$ cat src/logic/lgi_pkg.sv
// Shared constants, types and address mapping for the glyph, icon, cursor and init block.
// Assumes a single 10 MHz core clock; all cycle counts below are derived from that rate.
package lgi_pkg;

	// Clock rate and printed times
	localparam int CLK_HZ = 10_000_000;
	localparam int POWER_BUSY_MS = 10;
	localparam int PIN_BUSY_MS = 10;
	localparam int PIN_LOW_US = 1200;
	localparam int BLINK_HALF_MS = 400;
	localparam int POWER_BUSY_CYC = (CLK_HZ / 1000) * POWER_BUSY_MS;
	localparam int PIN_BUSY_CYC = (CLK_HZ / 1000) * PIN_BUSY_MS;
	localparam int PIN_LOW_CYC = ((CLK_HZ / 1000) * PIN_LOW_US + 999) / 1000;
	localparam int BLINK_HALF_CYC = (CLK_HZ / 1000) * BLINK_HALF_MS;

	// Register bus
	localparam int ADDR_W = 4;
	localparam int DATA_W = 8;
	localparam logic [3:0] REG_CTRL = 4'h0;
	localparam logic [3:0] REG_POINTER = 4'h1;
	localparam logic [3:0] REG_DATA = 4'h2;

	// Control register fields
	localparam int CTRL_DISP_BIT = 0;
	localparam int CTRL_CURSOR_BIT = 1;
	localparam int CTRL_BLINK_BIT = 2;
	localparam int CTRL_TWO_LINE_BIT = 3;
	localparam int CTRL_SOFT_INIT_BIT = 7;
	localparam logic CTRL_DISP_RST = 1'b0;
	localparam logic CTRL_CURSOR_RST = 1'b0;
	localparam logic CTRL_BLINK_RST = 1'b0;
	localparam logic CTRL_TWO_LINE_RST = 1'b0;

	// Pointer register fields
	localparam int PTR_GLYPH_BIT = 7;
	localparam int PTR_BUSY_BIT = 7;
	localparam logic [6:0] PTR_RST = 7'h00;

	// Panel geometry and memories
	localparam int NUM_COLS = 60;
	localparam int NUM_TEXT_ROWS = 16;
	localparam int ROW_W = 5;
	localparam logic [4:0] ICON_ROW = 5'h10;
	localparam logic [3:0] LAST_CHAR = 4'hb;
	localparam logic [2:0] LAST_DOT = 3'h4;
	localparam logic [4:0] LINE2_OFFSET = 5'h0c;
	localparam logic [6:0] LINE2_BASE = 7'h40;
	localparam logic [6:0] ONE_LINE_LIMIT = 7'h18;
	localparam int TEXT_DEPTH = 24;
	localparam int GLYPH_DEPTH = 32;
	localparam int GLYPH_W = 5;
	localparam logic [4:0] ICON_BASE = 5'h14;
	localparam logic [2:0] CURSOR_PROW = 3'h7;

	typedef enum logic [1:0] {LGI_SCAN_FETCH, LGI_SCAN_SHIFT, LGI_SCAN_LATCH} lgi_scan_t;

	// Pointer value to text slot: {valid, slot}; one-line slots 0..23, two-line 0..11 / 12..23
	function automatic logic [5:0] lgi_text_index(input logic [6:0] a, input logic two_line);
		logic [5:0] r;
		r = 6'h00;
		if (two_line) begin
			if ((a & ~LINE2_BASE) <= 7'(LAST_CHAR)) begin
				r = {1'b1, (a[6] ? LINE2_OFFSET : 5'h00) + {1'b0, a[3:0]}};
			end
		end else if (a < ONE_LINE_LIMIT) begin
			r = {1'b1, a[4:0]};
		end
		return r;
	endfunction

endpackage

$ cat src/logic/lgi_scan_if.sv
// Carries the serial column pattern and row latch from the refresh engine to the drivers.
// Assumes both ends run on the core clock.
`timescale 1ns/1ps
interface lgi_scan_if;
	import lgi_pkg::*;
	logic shift_en;
	logic shift_bit;
	logic latch_en;
	logic [ROW_W-1:0] row_idx;
	modport src (output shift_en, output shift_bit, output latch_en, output row_idx);
	modport drv (input shift_en, input shift_bit, input latch_en, input row_idx);
endinterface

$ cat src/logic/lgi_glyph_top.sv
// Glyph, icon and cursor refresh with host register port and init sequencing.
// Assumes synchronous inputs, an external asynchronous fixed glyph ROM, one 10 MHz clock.
`timescale 1ns/1ps
module lgi_glyph_top
	import lgi_pkg::*;
#(
	parameter int LOW_CYC = PIN_LOW_CYC,
	parameter int POWER_CYC = POWER_BUSY_CYC,
	parameter int PIN_CYC = PIN_BUSY_CYC,
	parameter int BLINK_CYC = BLINK_HALF_CYC
) (
	// Clock and reset
	input wire logic core_clk_in,
	input wire logic rst_b_in,
	input wire logic reset_pin_b_in,
	// Register port
	input wire logic [ADDR_W-1:0] reg_addr_in,
	input wire logic [DATA_W-1:0] reg_wdata_in,
	input wire logic reg_wr_in,
	input wire logic reg_rd_in,
	output logic [DATA_W-1:0] reg_rdata_out,
	// Status
	output logic internal_operation_flag_out,
	// Fixed glyph ROM
	output logic [7:0] fixed_glyph_code_out,
	output logic [2:0] fixed_glyph_row_out,
	input wire logic [GLYPH_W-1:0] fixed_glyph_row_in,
	// Panel drivers
	output logic [NUM_COLS-1:0] column_driver_output_out,
	output logic [NUM_TEXT_ROWS-1:0] row_driver_out,
	output logic icon_row_driver_out
);
	localparam int BCW = $clog2(BLINK_CYC + 1);

	lgi_scan_if scan ();

	logic [7:0] display_text_memory [TEXT_DEPTH];
	logic [GLYPH_W-1:0] user_glyph_memory [GLYPH_DEPTH];

	logic disp_on_reg;
	logic cursor_on_reg;
	logic blink_on_reg;
	logic two_line_reg;
	logic ptr_glyph_reg;
	logic [6:0] cursor_address_pointer_reg;
	logic seq_clear;
	logic busy;
	logic [5:0] ptr_text;
	logic ptr_tvalid;
	logic [4:0] ptr_tidx;
	logic access_ok;
	logic wr_ctrl;
	logic wr_ptr;
	logic wr_data;
	logic rd_data;
	logic soft_init;
	logic data_step;

	lgi_scan_t scan_state_reg;
	logic [4:0] row_reg;
	logic [3:0] char_reg;
	logic [2:0] dot_reg;
	logic [7:0] code_reg;
	logic [BCW-1:0] blink_cnt_reg;
	logic blink_phase_reg;
	logic [4:0] scan_idx;
	logic cursor_hit;
	logic [GLYPH_W-1:0] user_row;
	logic [GLYPH_W-1:0] pattern_row;
	logic [GLYPH_W-1:0] icon_word;
	logic [2:0] bit_sel;
	logic pixel;

	lgi_reset_seq #(
		.LOW_CYC(LOW_CYC),
		.POWER_CYC(POWER_CYC),
		.PIN_CYC(PIN_CYC)
	) u_reset_seq (
		.core_clk_in(core_clk_in),
		.rst_b_in(rst_b_in),
		.reset_pin_b_in(reset_pin_b_in),
		.seq_clear_out(seq_clear),
		.busy_out(busy)
	);

	lgi_col_shift #(
		.COLS(NUM_COLS)
	) u_col_shift (
		.core_clk_in(core_clk_in),
		.rst_b_in(rst_b_in),
		.scan(scan),
		.column_driver_out(column_driver_output_out),
		.row_driver_out(row_driver_out),
		.icon_row_driver_out(icon_row_driver_out)
	);

	// Host decode; writes and data accesses are dropped while busy
	assign access_ok = !busy && !seq_clear;
	assign wr_ctrl = reg_wr_in && access_ok && (reg_addr_in == REG_CTRL);
	assign wr_ptr = reg_wr_in && access_ok && (reg_addr_in == REG_POINTER);
	assign wr_data = reg_wr_in && access_ok && (reg_addr_in == REG_DATA);
	assign rd_data = reg_rd_in && access_ok && (reg_addr_in == REG_DATA);
	assign soft_init = wr_ctrl && reg_wdata_in[CTRL_SOFT_INIT_BIT];
	assign data_step = wr_data || rd_data;
	assign ptr_text = lgi_text_index(cursor_address_pointer_reg, two_line_reg);
	assign ptr_tvalid = ptr_text[5];
	assign ptr_tidx = ptr_text[4:0];

	always_ff @(posedge core_clk_in or negedge rst_b_in) begin
		if (!rst_b_in) begin
			internal_operation_flag_out <= 1'b1;
		end else begin
			internal_operation_flag_out <= busy || seq_clear;
		end
	end

	// Display controls; two_line clears to single-line on any reset
	always_ff @(posedge core_clk_in or negedge rst_b_in) begin
		if (!rst_b_in) begin
			disp_on_reg <= CTRL_DISP_RST;
			cursor_on_reg <= CTRL_CURSOR_RST;
			blink_on_reg <= CTRL_BLINK_RST;
			two_line_reg <= CTRL_TWO_LINE_RST;
		end else if (seq_clear) begin
			disp_on_reg <= CTRL_DISP_RST;
			cursor_on_reg <= CTRL_CURSOR_RST;
			blink_on_reg <= CTRL_BLINK_RST;
			two_line_reg <= CTRL_TWO_LINE_RST;
		end else if (wr_ctrl) begin
			disp_on_reg <= reg_wdata_in[CTRL_DISP_BIT];
			cursor_on_reg <= reg_wdata_in[CTRL_CURSOR_BIT];
			blink_on_reg <= reg_wdata_in[CTRL_BLINK_BIT];
			two_line_reg <= reg_wdata_in[CTRL_TWO_LINE_BIT];
		end
	end

	// Pointer; steps after each data access, wrapping within the 32 glyph rows; text addresses count on past the text range
	always_ff @(posedge core_clk_in or negedge rst_b_in) begin
		if (!rst_b_in) begin
			ptr_glyph_reg <= 1'b0;
			cursor_address_pointer_reg <= PTR_RST;
		end else if (seq_clear) begin
			ptr_glyph_reg <= 1'b0;
			cursor_address_pointer_reg <= PTR_RST;
		end else if (wr_ptr) begin
			ptr_glyph_reg <= reg_wdata_in[PTR_GLYPH_BIT];
			cursor_address_pointer_reg <= reg_wdata_in[6:0];
		end else if (data_step) begin
			if (ptr_glyph_reg) begin
				cursor_address_pointer_reg <= {2'b00, cursor_address_pointer_reg[4:0] + 5'h01};
			end else begin
				cursor_address_pointer_reg <= cursor_address_pointer_reg + 7'h01;
			end
		end
	end

	always_ff @(posedge core_clk_in) begin
		if (wr_data && !ptr_glyph_reg && ptr_tvalid) begin
			display_text_memory[ptr_tidx] <= reg_wdata_in;
		end
	end

	// Glyph memory survives both resets; only software init clears it
	always_ff @(posedge core_clk_in) begin
		if (soft_init) begin
			for (int i = 0; i < GLYPH_DEPTH; i++) begin
				user_glyph_memory[i] <= '0;
			end
		end else if (wr_data && ptr_glyph_reg) begin
			user_glyph_memory[cursor_address_pointer_reg[4:0]] <= reg_wdata_in[GLYPH_W-1:0];
		end
	end

	// Read data stands for the one cycle after the strobe
	always_ff @(posedge core_clk_in or negedge rst_b_in) begin
		if (!rst_b_in) begin
			reg_rdata_out <= '0;
		end else if (reg_rd_in) begin
			unique case (reg_addr_in)
				REG_CTRL: reg_rdata_out <= {4'h0, two_line_reg, blink_on_reg, cursor_on_reg,
					disp_on_reg};
				REG_POINTER: reg_rdata_out <= {busy || seq_clear, cursor_address_pointer_reg};
				REG_DATA: begin
					if (!access_ok) begin
						reg_rdata_out <= '0;
					end else if (ptr_glyph_reg) begin
						reg_rdata_out <= {3'h0, user_glyph_memory[cursor_address_pointer_reg[4:0]]};
					end else if (ptr_tvalid) begin
						reg_rdata_out <= display_text_memory[ptr_tidx];
					end else begin
						reg_rdata_out <= '0;
					end
				end
				default: reg_rdata_out <= '0;
			endcase
		end else begin
			reg_rdata_out <= '0;
		end
	end

	// Blink rate from a divider enable
	always_ff @(posedge core_clk_in or negedge rst_b_in) begin
		if (!rst_b_in) begin
			blink_cnt_reg <= '0;
			blink_phase_reg <= 1'b0;
		end else if (blink_cnt_reg == BCW'(BLINK_CYC - 1)) begin
			blink_cnt_reg <= '0;
			blink_phase_reg <= !blink_phase_reg;
		end else begin
			blink_cnt_reg <= blink_cnt_reg + 1'b1;
		end
	end

	// Refresh path reads the memories on its own port, never waiting on the host
	assign scan_idx = (row_reg[3] ? LINE2_OFFSET : 5'h00) + {1'b0, char_reg};
	assign cursor_hit = ptr_tvalid && (ptr_tidx == scan_idx);
	assign user_row = user_glyph_memory[{code_reg[1:0], row_reg[2:0]}];
	assign pattern_row = (code_reg[7:4] == 4'h0) ? user_row : fixed_glyph_row_in;
	assign icon_word = user_glyph_memory[ICON_BASE + {1'b0, LAST_CHAR - char_reg}];
	assign bit_sel = LAST_DOT - dot_reg;

	always_comb begin
		pixel = 1'b0;
		if (row_reg == ICON_ROW) begin
			pixel = icon_word[bit_sel];
		end else begin
			pixel = pattern_row[bit_sel];
			if (row_reg[2:0] == CURSOR_PROW && cursor_on_reg && cursor_hit) begin
				pixel = 1'b1;
			end
			if (blink_on_reg && blink_phase_reg && cursor_hit) begin
				pixel = 1'b1;
			end
		end
		pixel = pixel && disp_on_reg;
	end

	assign scan.shift_en = (scan_state_reg == LGI_SCAN_SHIFT);
	assign scan.shift_bit = pixel;
	assign scan.latch_en = (scan_state_reg == LGI_SCAN_LATCH);
	assign scan.row_idx = row_reg;

	// Per row: fetch each code, shift its five dots, latch after the last column
	always_ff @(posedge core_clk_in or negedge rst_b_in) begin
		if (!rst_b_in) begin
			scan_state_reg <= LGI_SCAN_FETCH;
			row_reg <= '0;
			char_reg <= '0;
			dot_reg <= '0;
			code_reg <= '0;
			fixed_glyph_code_out <= '0;
			fixed_glyph_row_out <= '0;
		end else begin
			unique case (scan_state_reg)
				LGI_SCAN_FETCH: begin
					code_reg <= display_text_memory[scan_idx];
					fixed_glyph_code_out <= display_text_memory[scan_idx];
					fixed_glyph_row_out <= row_reg[2:0];
					dot_reg <= '0;
					scan_state_reg <= LGI_SCAN_SHIFT;
				end
				LGI_SCAN_SHIFT: begin
					if (dot_reg != LAST_DOT) begin
						dot_reg <= dot_reg + 3'h1;
					end else if (char_reg == LAST_CHAR) begin
						scan_state_reg <= LGI_SCAN_LATCH;
					end else begin
						char_reg <= char_reg + 4'h1;
						scan_state_reg <= LGI_SCAN_FETCH;
					end
				end
				LGI_SCAN_LATCH: begin
					char_reg <= '0;
					row_reg <= (row_reg == ICON_ROW) ? 5'h00 : row_reg + 5'h01;
					scan_state_reg <= LGI_SCAN_FETCH;
				end
				default: scan_state_reg <= LGI_SCAN_FETCH;
			endcase
		end
	end
endmodule

$ cat src/logic/lgi_col_shift.sv
// Column shift register with output latch, and one-hot row select latched with it.
// Assumes the source shifts the first column first and pulses latch after the last.
`timescale 1ns/1ps
module lgi_col_shift
	import lgi_pkg::*;
#(
	parameter int COLS = NUM_COLS
) (
	// Clock and reset
	input wire logic core_clk_in,
	input wire logic rst_b_in,
	// Pattern stream
	lgi_scan_if.drv scan,
	// Driver levels
	output logic [COLS-1:0] column_driver_out,
	output logic [NUM_TEXT_ROWS-1:0] row_driver_out,
	output logic icon_row_driver_out
);
	logic [COLS-1:0] shift_reg;

	always_ff @(posedge core_clk_in or negedge rst_b_in) begin
		if (!rst_b_in) begin
			shift_reg <= '0;
		end else if (scan.shift_en) begin
			shift_reg <= {scan.shift_bit, shift_reg[COLS-1:1]};
		end
	end

	// Only the latched copy reaches the glass, so shifting never shows
	always_ff @(posedge core_clk_in or negedge rst_b_in) begin
		if (!rst_b_in) begin
			column_driver_out <= '0;
			row_driver_out <= '0;
			icon_row_driver_out <= 1'b0;
		end else if (scan.latch_en) begin
			column_driver_out <= shift_reg;
			for (int i = 0; i < NUM_TEXT_ROWS; i++) begin
				row_driver_out[i] <= (scan.row_idx == 5'(i));
			end
			icon_row_driver_out <= (scan.row_idx == ICON_ROW);
		end
	end
endmodule

$ cat src/logic/lgi_reset_seq.sv
// Power-on and reset-pin sequencer producing the busy indication.
// Assumes the reset pin is already synchronous to the core clock.
`timescale 1ns/1ps
module lgi_reset_seq
	import lgi_pkg::*;
#(
	parameter int LOW_CYC = PIN_LOW_CYC,
	parameter int POWER_CYC = POWER_BUSY_CYC,
	parameter int PIN_CYC = PIN_BUSY_CYC
) (
	// Clock and reset
	input wire logic core_clk_in,
	input wire logic rst_b_in,
	// Reset pin
	input wire logic reset_pin_b_in,
	// Sequence status
	output logic seq_clear_out,
	output logic busy_out
);
	localparam int LW = $clog2(LOW_CYC + 2);
	localparam int BW = $clog2(((POWER_CYC > PIN_CYC) ? POWER_CYC : PIN_CYC) + 1);
	logic [LW-1:0] low_cnt_reg;
	logic [BW-1:0] busy_cnt_reg;

	// Count the low time; arm once it is longer than the minimum
	always_ff @(posedge core_clk_in or negedge rst_b_in) begin
		if (!rst_b_in) begin
			low_cnt_reg <= '0;
			seq_clear_out <= 1'b0;
		end else if (!reset_pin_b_in) begin
			if (low_cnt_reg != LW'(LOW_CYC)) begin
				low_cnt_reg <= low_cnt_reg + 1'b1;
			end
			if (low_cnt_reg == LW'(LOW_CYC)) begin
				seq_clear_out <= 1'b1;
			end
		end else begin
			low_cnt_reg <= '0;
			seq_clear_out <= 1'b0;
		end
	end

	always_ff @(posedge core_clk_in or negedge rst_b_in) begin
		if (!rst_b_in) begin
			busy_cnt_reg <= BW'(POWER_CYC);
			busy_out <= 1'b1;
		end else if (seq_clear_out) begin
			busy_cnt_reg <= BW'(PIN_CYC);
			busy_out <= 1'b1;
		end else if (busy_cnt_reg != '0) begin
			busy_cnt_reg <= busy_cnt_reg - 1'b1;
			busy_out <= (busy_cnt_reg != BW'(1));
		end else begin
			busy_out <= 1'b0;
		end
	end
endmodule

$ cat config.mk
export PLATFORM = sky130hd
export DESIGN_NAME = lgi_glyph_top
export DESIGN_NICKNAME = d
export VERILOG_FILES = /design/src/logic/lgi_pkg.sv /design/src/logic/lgi_scan_if.sv /design/src/logic/lgi_glyph_top.sv /design/src/logic/lgi_col_shift.sv /design/src/logic/lgi_reset_seq.sv
export SDC_FILE = /design/constraint.sdc
export NUM_CORES = 1
export LEC_CHECK = 0
export BUFFER_PORTS_ARGS = -buffer_cell sky130_fd_sc_hd__buf_4
export CAP_MARGIN = 30
export CORE_UTILIZATION = 55
export CTS_BUF_LIST = sky130_fd_sc_hd__clkbuf_8
export DETAILED_ROUTE_END_ITERATION = 7
export PLACE_DENSITY = 0.8
export SLEW_MARGIN = 5
export SYNTH_ARGS = -nofsm -noshare
export SYNTH_HDL_FRONTEND = slang
export SYNTH_SLANG_ARGS = --single-unit
$ cat constraint.sdc
create_clock -name core_clk_in -period 4.8 [get_ports core_clk_in]
set_input_delay 0.24 -clock core_clk_in [delete_from_list [all_inputs] [get_ports core_clk_in]]
set_output_delay 0.24 -clock core_clk_in [all_outputs]
set_load 0.005 [all_outputs]
# After elaboration in Yosys (flattened, before gate mapping)
# Memories as Yosys holds them, arrays and structs flattened. A register that Yosys moved wholly into a read port is not among the register bits.
# Cells that the tools add are included.
# Widths: inputs -> output; s select.
[op_classes] n_addsub=13 n_lt_le_gt_ge=3 eq_ne=31 n_mux=60 n_reduce_logical=40
[op_table] operator="$eq 5x4->1 const B" count=8
[op_table] operator="$mux 17" count=2
[op_table] operator="$mux 8" count=4
[op_table] operator="$mux 14" count=2
[op_table] operator="$mux 7" count=4
[op_table] operator="$mux 1" count=27
[op_table] operator="$pmux 8 s3" count=1
[op_table] operator="$add 22x1->22 const B" count=1
[op_table] operator="$eq 22x22->1 const B" count=1
[op_table] operator="$mux 22" count=1
[op_table] operator="$eq 5x3->1 const B" count=4
[op_table] operator="$mux 5" count=4
[op_table] operator="$mux 6" count=3
[op_table] operator="$logic_and 1x1->1" count=17
[op_table] operator="$ne 17x1->1 const B" count=1
[op_table] operator="$reduce_bool 17->1" count=1
[op_table] operator="$sub 17x1->17 const B" count=1
[op_table] operator="$mux 4" count=4
[op_table] operator="$add 14x1->14 const B" count=1
[op_table] operator="$eq 14x14->1 const B" count=1
[op_table] operator="$ne 14x14->1 const B" count=1
[op_table] operator="$reduce_bool 2->1" count=7
[op_table] operator="$add 4x4->5" count=2
[op_table] operator="$add 5x1->5 const B" count=2
[op_table] operator="other kinds (37)" count=47
[word_totals] ff_bits=231 mem_bits_rw=352 n_memories=2
[mem_list] memory="display_text_memory" depth=24 word_bits=8 rd=2 rd_clocked_by_memory_dff=1 wr=1 line_no="lgi_glyph_top.sv:37" rtl="logic [7:0] display_text_memory [TEXT_DEPTH];"
[mem_list] memory="user_glyph_memory" depth=32 word_bits=5 rd=3 rd_clocked_by_memory_dff=0 wr=32 line_no="lgi_glyph_top.sv:38" rtl="logic [GLYPH_W-1:0] user_glyph_memory [GLYPH_DEPTH];"

# Longest topological paths before layout
[depth] word_depth=11 mapped_depth=12

# Modules after synthesis
# From an unflattened synthesis, not the netlist that was laid out.
[unflattened] cells_unflattened=2232 hier_area_um2=30227.7
[modules_own_cells] mod="lgi_glyph_top" n_inst=1 cells_each=1733 area_per_inst_um2=23283.6 seq_area_each_um2=12298.0
[modules_own_cells] mod="lgi_col_shift" n_inst=1 cells_each=317 area_per_inst_um2=5134.9 seq_area_each_um2=3428.3
[modules_own_cells] mod="lgi_reset_seq" n_inst=1 cells_each=182 area_per_inst_um2=1809.2 seq_area_each_um2=834.6

# Least setup slack after synthesis
# Ideal clock, no wire load.
[synth_timing] kind="register -> register" start="reg cursor_address_pointer_reg[6]" end="mem display_text_memory[22][0], enable pin" setup_ns=0.370 arrival_ns=2.354 setup_slack_ns=2.076 stages_incl_launch_ff=8 n_path_buf=1 period_less_slack_ns=2.724 path_cell_list="dfrtp_1 -> ha_1 -> fa_1 -> a32oi_1 -> nor3_1 -> clkbuf_1 -> or3_1 -> nor2_1"
[synth_via] elab_chain_len=6
[synth_lines] item="from (decl)" line_no="lgi_glyph_top.sv:45" rtl="logic [6:0] cursor_address_pointer_reg;"
[synth_lines] item="from (signal assigned)" line_no="lgi_glyph_top.sv:147" rtl="cursor_address_pointer_reg <= reg_wdata_in[6:0];"
[synth_lines] item="from (signal assigned)" line_no="lgi_glyph_top.sv:150" rtl="cursor_address_pointer_reg <= {2'b00, cursor_address_pointer_reg[4:0] + 5'h01};"
[synth_lines] item="from (signal assigned)" line_no="lgi_glyph_top.sv:152" rtl="cursor_address_pointer_reg <= cursor_address_pointer_reg + 7'h01;"
[synth_lines] item="$lt 7x5->1" line_no="lgi_pkg.sv:65" rtl="end else if (a < ONE_LINE_LIMIT) begin"
[synth_lines] item="$mux 6" line_no="lgi_pkg.sv:65"
[synth_lines] item="$mux 6 *" line_no="lgi_pkg.sv:61" rtl="if (two_line) begin"
[synth_lines] item="$logic_and 1x1->1" line_no="lgi_glyph_top.sv:158" rtl="if (wr_data && !ptr_glyph_reg && ptr_tvalid) begin"
[synth_lines] item="$mux 1" line_no="lgi_glyph_top.sv:158"
[synth_lines] item="$mux 1 (not written as such)" line_no="lgi_glyph_top.sv:159" rtl="display_text_memory[ptr_tidx] <= reg_wdata_in;"
[synth_lines] item="to (decl)" line_no="lgi_glyph_top.sv:37"
# Every way passes the cells marked *; elsewhere a longest branch is shown, timed or not.

# Final worst setup path
[layout_timing] start="reg cursor_address_pointer_reg[2]" end="mem display_text_memory[8][1], enable pin"
[layout_via] elab_chain_len=6
[layout_lines] item="$lt 7x5->1 / $le 6x4->1 (equally long branches)" line_no="lgi_pkg.sv:65, lgi_pkg.sv:62"
[layout_lines] item="$mux 6 (on tied branches)" line_no="lgi_pkg.sv:65, lgi_pkg.sv:62"
[layout_lines] item="$mux 6 *" line_no="lgi_pkg.sv:61"
[layout_lines] item="$logic_and 1x1->1" line_no="lgi_glyph_top.sv:158"
[layout_lines] item="$mux 1" line_no="lgi_glyph_top.sv:158"
[layout_lines] item="$mux 1 (not written as such)" line_no="lgi_glyph_top.sv:159"
# Marks and branches as above.

==> results.sh <==
export IMPL_grt_setup_unrepaired="false"
export IMPL_gp_congestion=1.00
export IMPL_drtAntennaViolNets=0
export IMPL_reg_largest_list="display_text_memory (192), user_glyph_memory (160)"
export IMPL_final_cell_mix="edfxtp_1, nand2_1, dfrtp_1"
export IMPL_cts_resized=0
export IMPL_fmaxAchievable_ghz=0.260
export IMPL_fill_cells=3850
export IMPL_async_flop_share_pct=40.4
export IMPL_whs_path_depth=3
export IMPL_syn_area_um2=29800
export IMPL_reg2reg_from="cursor_address_pointer_reg[2]"
export IMPL_grt_pass1_wl_um=124000
export IMPL_wl_per_cell_um=25.2
export IMPL_hp_start="reg_rd_in"
export IMPL_critPathKind="register to register"
export IMPL_io_buffers=118
export IMPL_setup_tns_ns=0
export IMPL_yosysSeqAreaShare_pct=55.5
export IMPL_power_density_nw_per_um2=309
export IMPL_cp_start_kind="register"
export IMPL_cp_arrival_ns=4.16
export IMPL_dieArea_um2=55100
export IMPL_synth_edf_count=352
export IMPL_syn_avg_cell_area_um2=12.7
export IMPL_num_vias=21000
export IMPL_first_global_vias=20800
export IMPL_reg2reg_to="display_text_memory[8][1]"
export IMPL_rows=84
export IMPL_synth_main_ff_cell="edfxtp_1"
export IMPL_dieHeight_um=235
export IMPL_cap_violations=0
export IMPL_clockBufferDepth=3
export IMPL_drt_initial_drc_count=2666
export IMPL_layout_cells_non_filler=3197
export IMPL_syn_nets=2399
export IMPL_skew_ns=0.0435
export IMPL_status="finished clean"
export IMPL_cts_tree="yes"
export IMPL_drive_above_1_share_pct=23.2
export IMPL_r2r_setup_slack_ns=0.96
export IMPL_fin_crit_ns=3.84
export IMPL_drc=0
export IMPL_syn2layout_area_growth_pct=11.4
export IMPL_io_pins=119
export IMPL_via_per_inst=6.58
export IMPL_coreArea_um2=53100
export IMPL_ir_worst_vdd_v=0.000205
export IMPL_track_usage_pct=29.5
export IMPL_antenna_found_initial=1
export IMPL_timing_final_hold_violations=0
export IMPL_maxSlewViolCount=0
export IMPL_final_common_cell="edfxtp_1"
export IMPL_worst_r2r_path_depth=6
export IMPL_grt_max_degree=105
export IMPL_cts_htree_levels=3
export IMPL_dpl_cell_area_um2=31200
export IMPL_worst_slew_pin_slew_ns=0.982
export IMPL_fp_dieW_um=235
export IMPL_synth_seq_cells=591
export IMPL_worstPathRequired_ns=5.12
export IMPL_wl_um=80700
export IMPL_placed_cells=3019
export IMPL_synth_cell_types=78
export IMPL_final_area_um2=33200
export IMPL_clkLatencyLatePin_ns=0.70
export IMPL_floorplan_initialDensity_pct=56.2
export IMPL_relSlewSlack_pct=32.8
export IMPL_p_total_uw=10300
export IMPL_path_clk_slew_ns=0.07
export IMPL_p_leak_uw=0.0129
export IMPL_grt_remaining_overflow=0
export IMPL_largest_reg_flops=192
export IMPL_yosysWarnings=0
export IMPL_whs_endpoint="reg_rdata_out[4]"
export IMPL_worst_setup_path_end_kind="register"
export IMPL_nNetsFinal=2480
export IMPL_synthCells=2352
export IMPL_largest_register="display_text_memory"
export IMPL_first_pass_iters=6
export IMPL_numCtsBuffers=92
export IMPL_clock_sinks=591
export IMPL_cp_max_fo=28
export IMPL_timing_final_crit_share_pct=80.0
export IMPL_setup_viol=0
export IMPL_detailed_place_hpwl_um=54100
export IMPL_hold_class="primary input to register"
export IMPL_clockRootBuffer="clkbuf_8"
-- metrics by stage --
step	hold slack (ns)	utilization [%]	setup WS, ns
after floorplan	-0.0556	-	2.08
after global placement	0.318	58.7	1.36
after detailed placement	0.333	58.7	1.08
after CTS	0.0126	62.5	1.08
after global routing	0.0740	62.5	0.833
final	0.0692	62.6	0.959
-- cells in the mapped netlist (11+ instances only) --
| cell | number | area share, % |
|---|---|---|
| buf_4 | 13 | 0.33 |
| or3_1 | 15 | 0.31 |
| nand2b_1 | 13 | 0.27 |
| nand2_1 | 328 | 4.1 |
| nand4_1 | 12 | 0.25 |
| mux4_2 | 160 | 12 |
| mux2_2 | 94 | 3.6 |
| buf_1 | 14 | 0.18 |
| o21ai_0 | 108 | 1.8 |
| ha_1 | 23 | 0.97 |
| xor2_1 | 27 | 0.79 |
| edfxtp_1 | 352 | 35 |
| nor2_1 | 160 | 2.0 |
| a221oi_1 | 11 | 0.32 |
| dfrtp_1 | 231 | 19 |
| xnor2_1 | 27 | 0.79 |
| clkbuf_1 | 110 | 1.4 |
| o221ai_1 | 25 | 0.73 |
| nor2b_1 | 20 | 0.42 |
| and2_1 | 166 | 3.5 |
| o22ai_1 | 20 | 0.42 |
| mux2i_1 | 86 | 2.9 |
| nand3_1 | 53 | 0.89 |
| buf_2 | 32 | 0.54 |
| nor3_1 | 16 | 0.27 |
| a211oi_1 | 21 | 0.53 |
| inv_1 | 19 | 0.24 |
| a21oi_1 | 51 | 0.86 |
-- final cells by class --
type | instances | area, um^2 | share of cell area (%)
flip-flops and latches | 591 | 16600 | 49.9
inverters | 20 | 75.1 | 0.226
multi-input cells | 1572 | 12500 | 37.6
clock buffers | 104 | 1430 | 4.31
clock inverters | 65 | 508 | 1.53
well taps | 688 | 861 | 2.59
diodes | 1 | 2.50 | 0.00754
repair buffers | 156 | 1270 | 3.84
-- power breakdown --
| part | leakage, uW | switching, uW | internal, uW |
|---|---|---|---|
| sequential | 0.00682 | 68.2 | 5440 |
| combinational | 0.00501 | 207 | 104 |
| clock | 0.00108 | 2020 | 2430 |
-- worst max-delay path by stage --
stage | startpoint | end | slack, ns | cells after the start
finish | cursor_address_pointer_reg[2] | display_text_memory[8][1] | 0.96 | 6
global route | cursor_address_pointer_reg[2] | display_text_memory[8][1] | 0.83 | 6
CTS | cursor_address_pointer_reg[2] | display_text_memory[8][1] | 1.08 | 6
detailed placement | cursor_address_pointer_reg[2] | display_text_memory[8][0] | 1.08 | 6
global placement | cursor_address_pointer_reg[2] | display_text_memory[8][0] | 1.36 | 6
floorplan | cursor_address_pointer_reg[6] | display_text_memory[22][0] | 2.08 | 7
-- logic make-up (layout without fill, tap and decap cells) --
group                      Yosys count  in the layout  synth area share [%]
buffers and inverters              189            345                  2.68
adders and majority gates           25             25                  1.10
AOI/OAI and AO/OA                  321            321                  7.18
DFF                                591            591                  55.5
and+or+nand+nor                    831            831                  13.3
muxes                              341            341                  18.6
other                                0              1                     0
xor gates and xnor gates            54             54                  1.59
-- routing by layer --
metal	vias to the layer above	track usage, %	routed length [um]
met5	-	0	0
met4	0	13.5	3310
met3	244	6.50	8930
met2	1390	46.5	38100
met1	10500	39.2	30400
li1	8947	-	-
-- worst max-delay path: stages (launching register included) --
cell	delay, ns
dfrtp_1	0.91
a21o_1	0.29
a211oi_2	0.09
buf_4	0.27
o21ai_1	0.51
nand3_1	0.58
nor2_1	0.78
-- repair_timing --
item / CTS / global route
setup buffers: 0 / 0
hold buffers: 7 / 0
hold endpoints to repair: 190 / 0
Power figures use the tool's default switching activity.
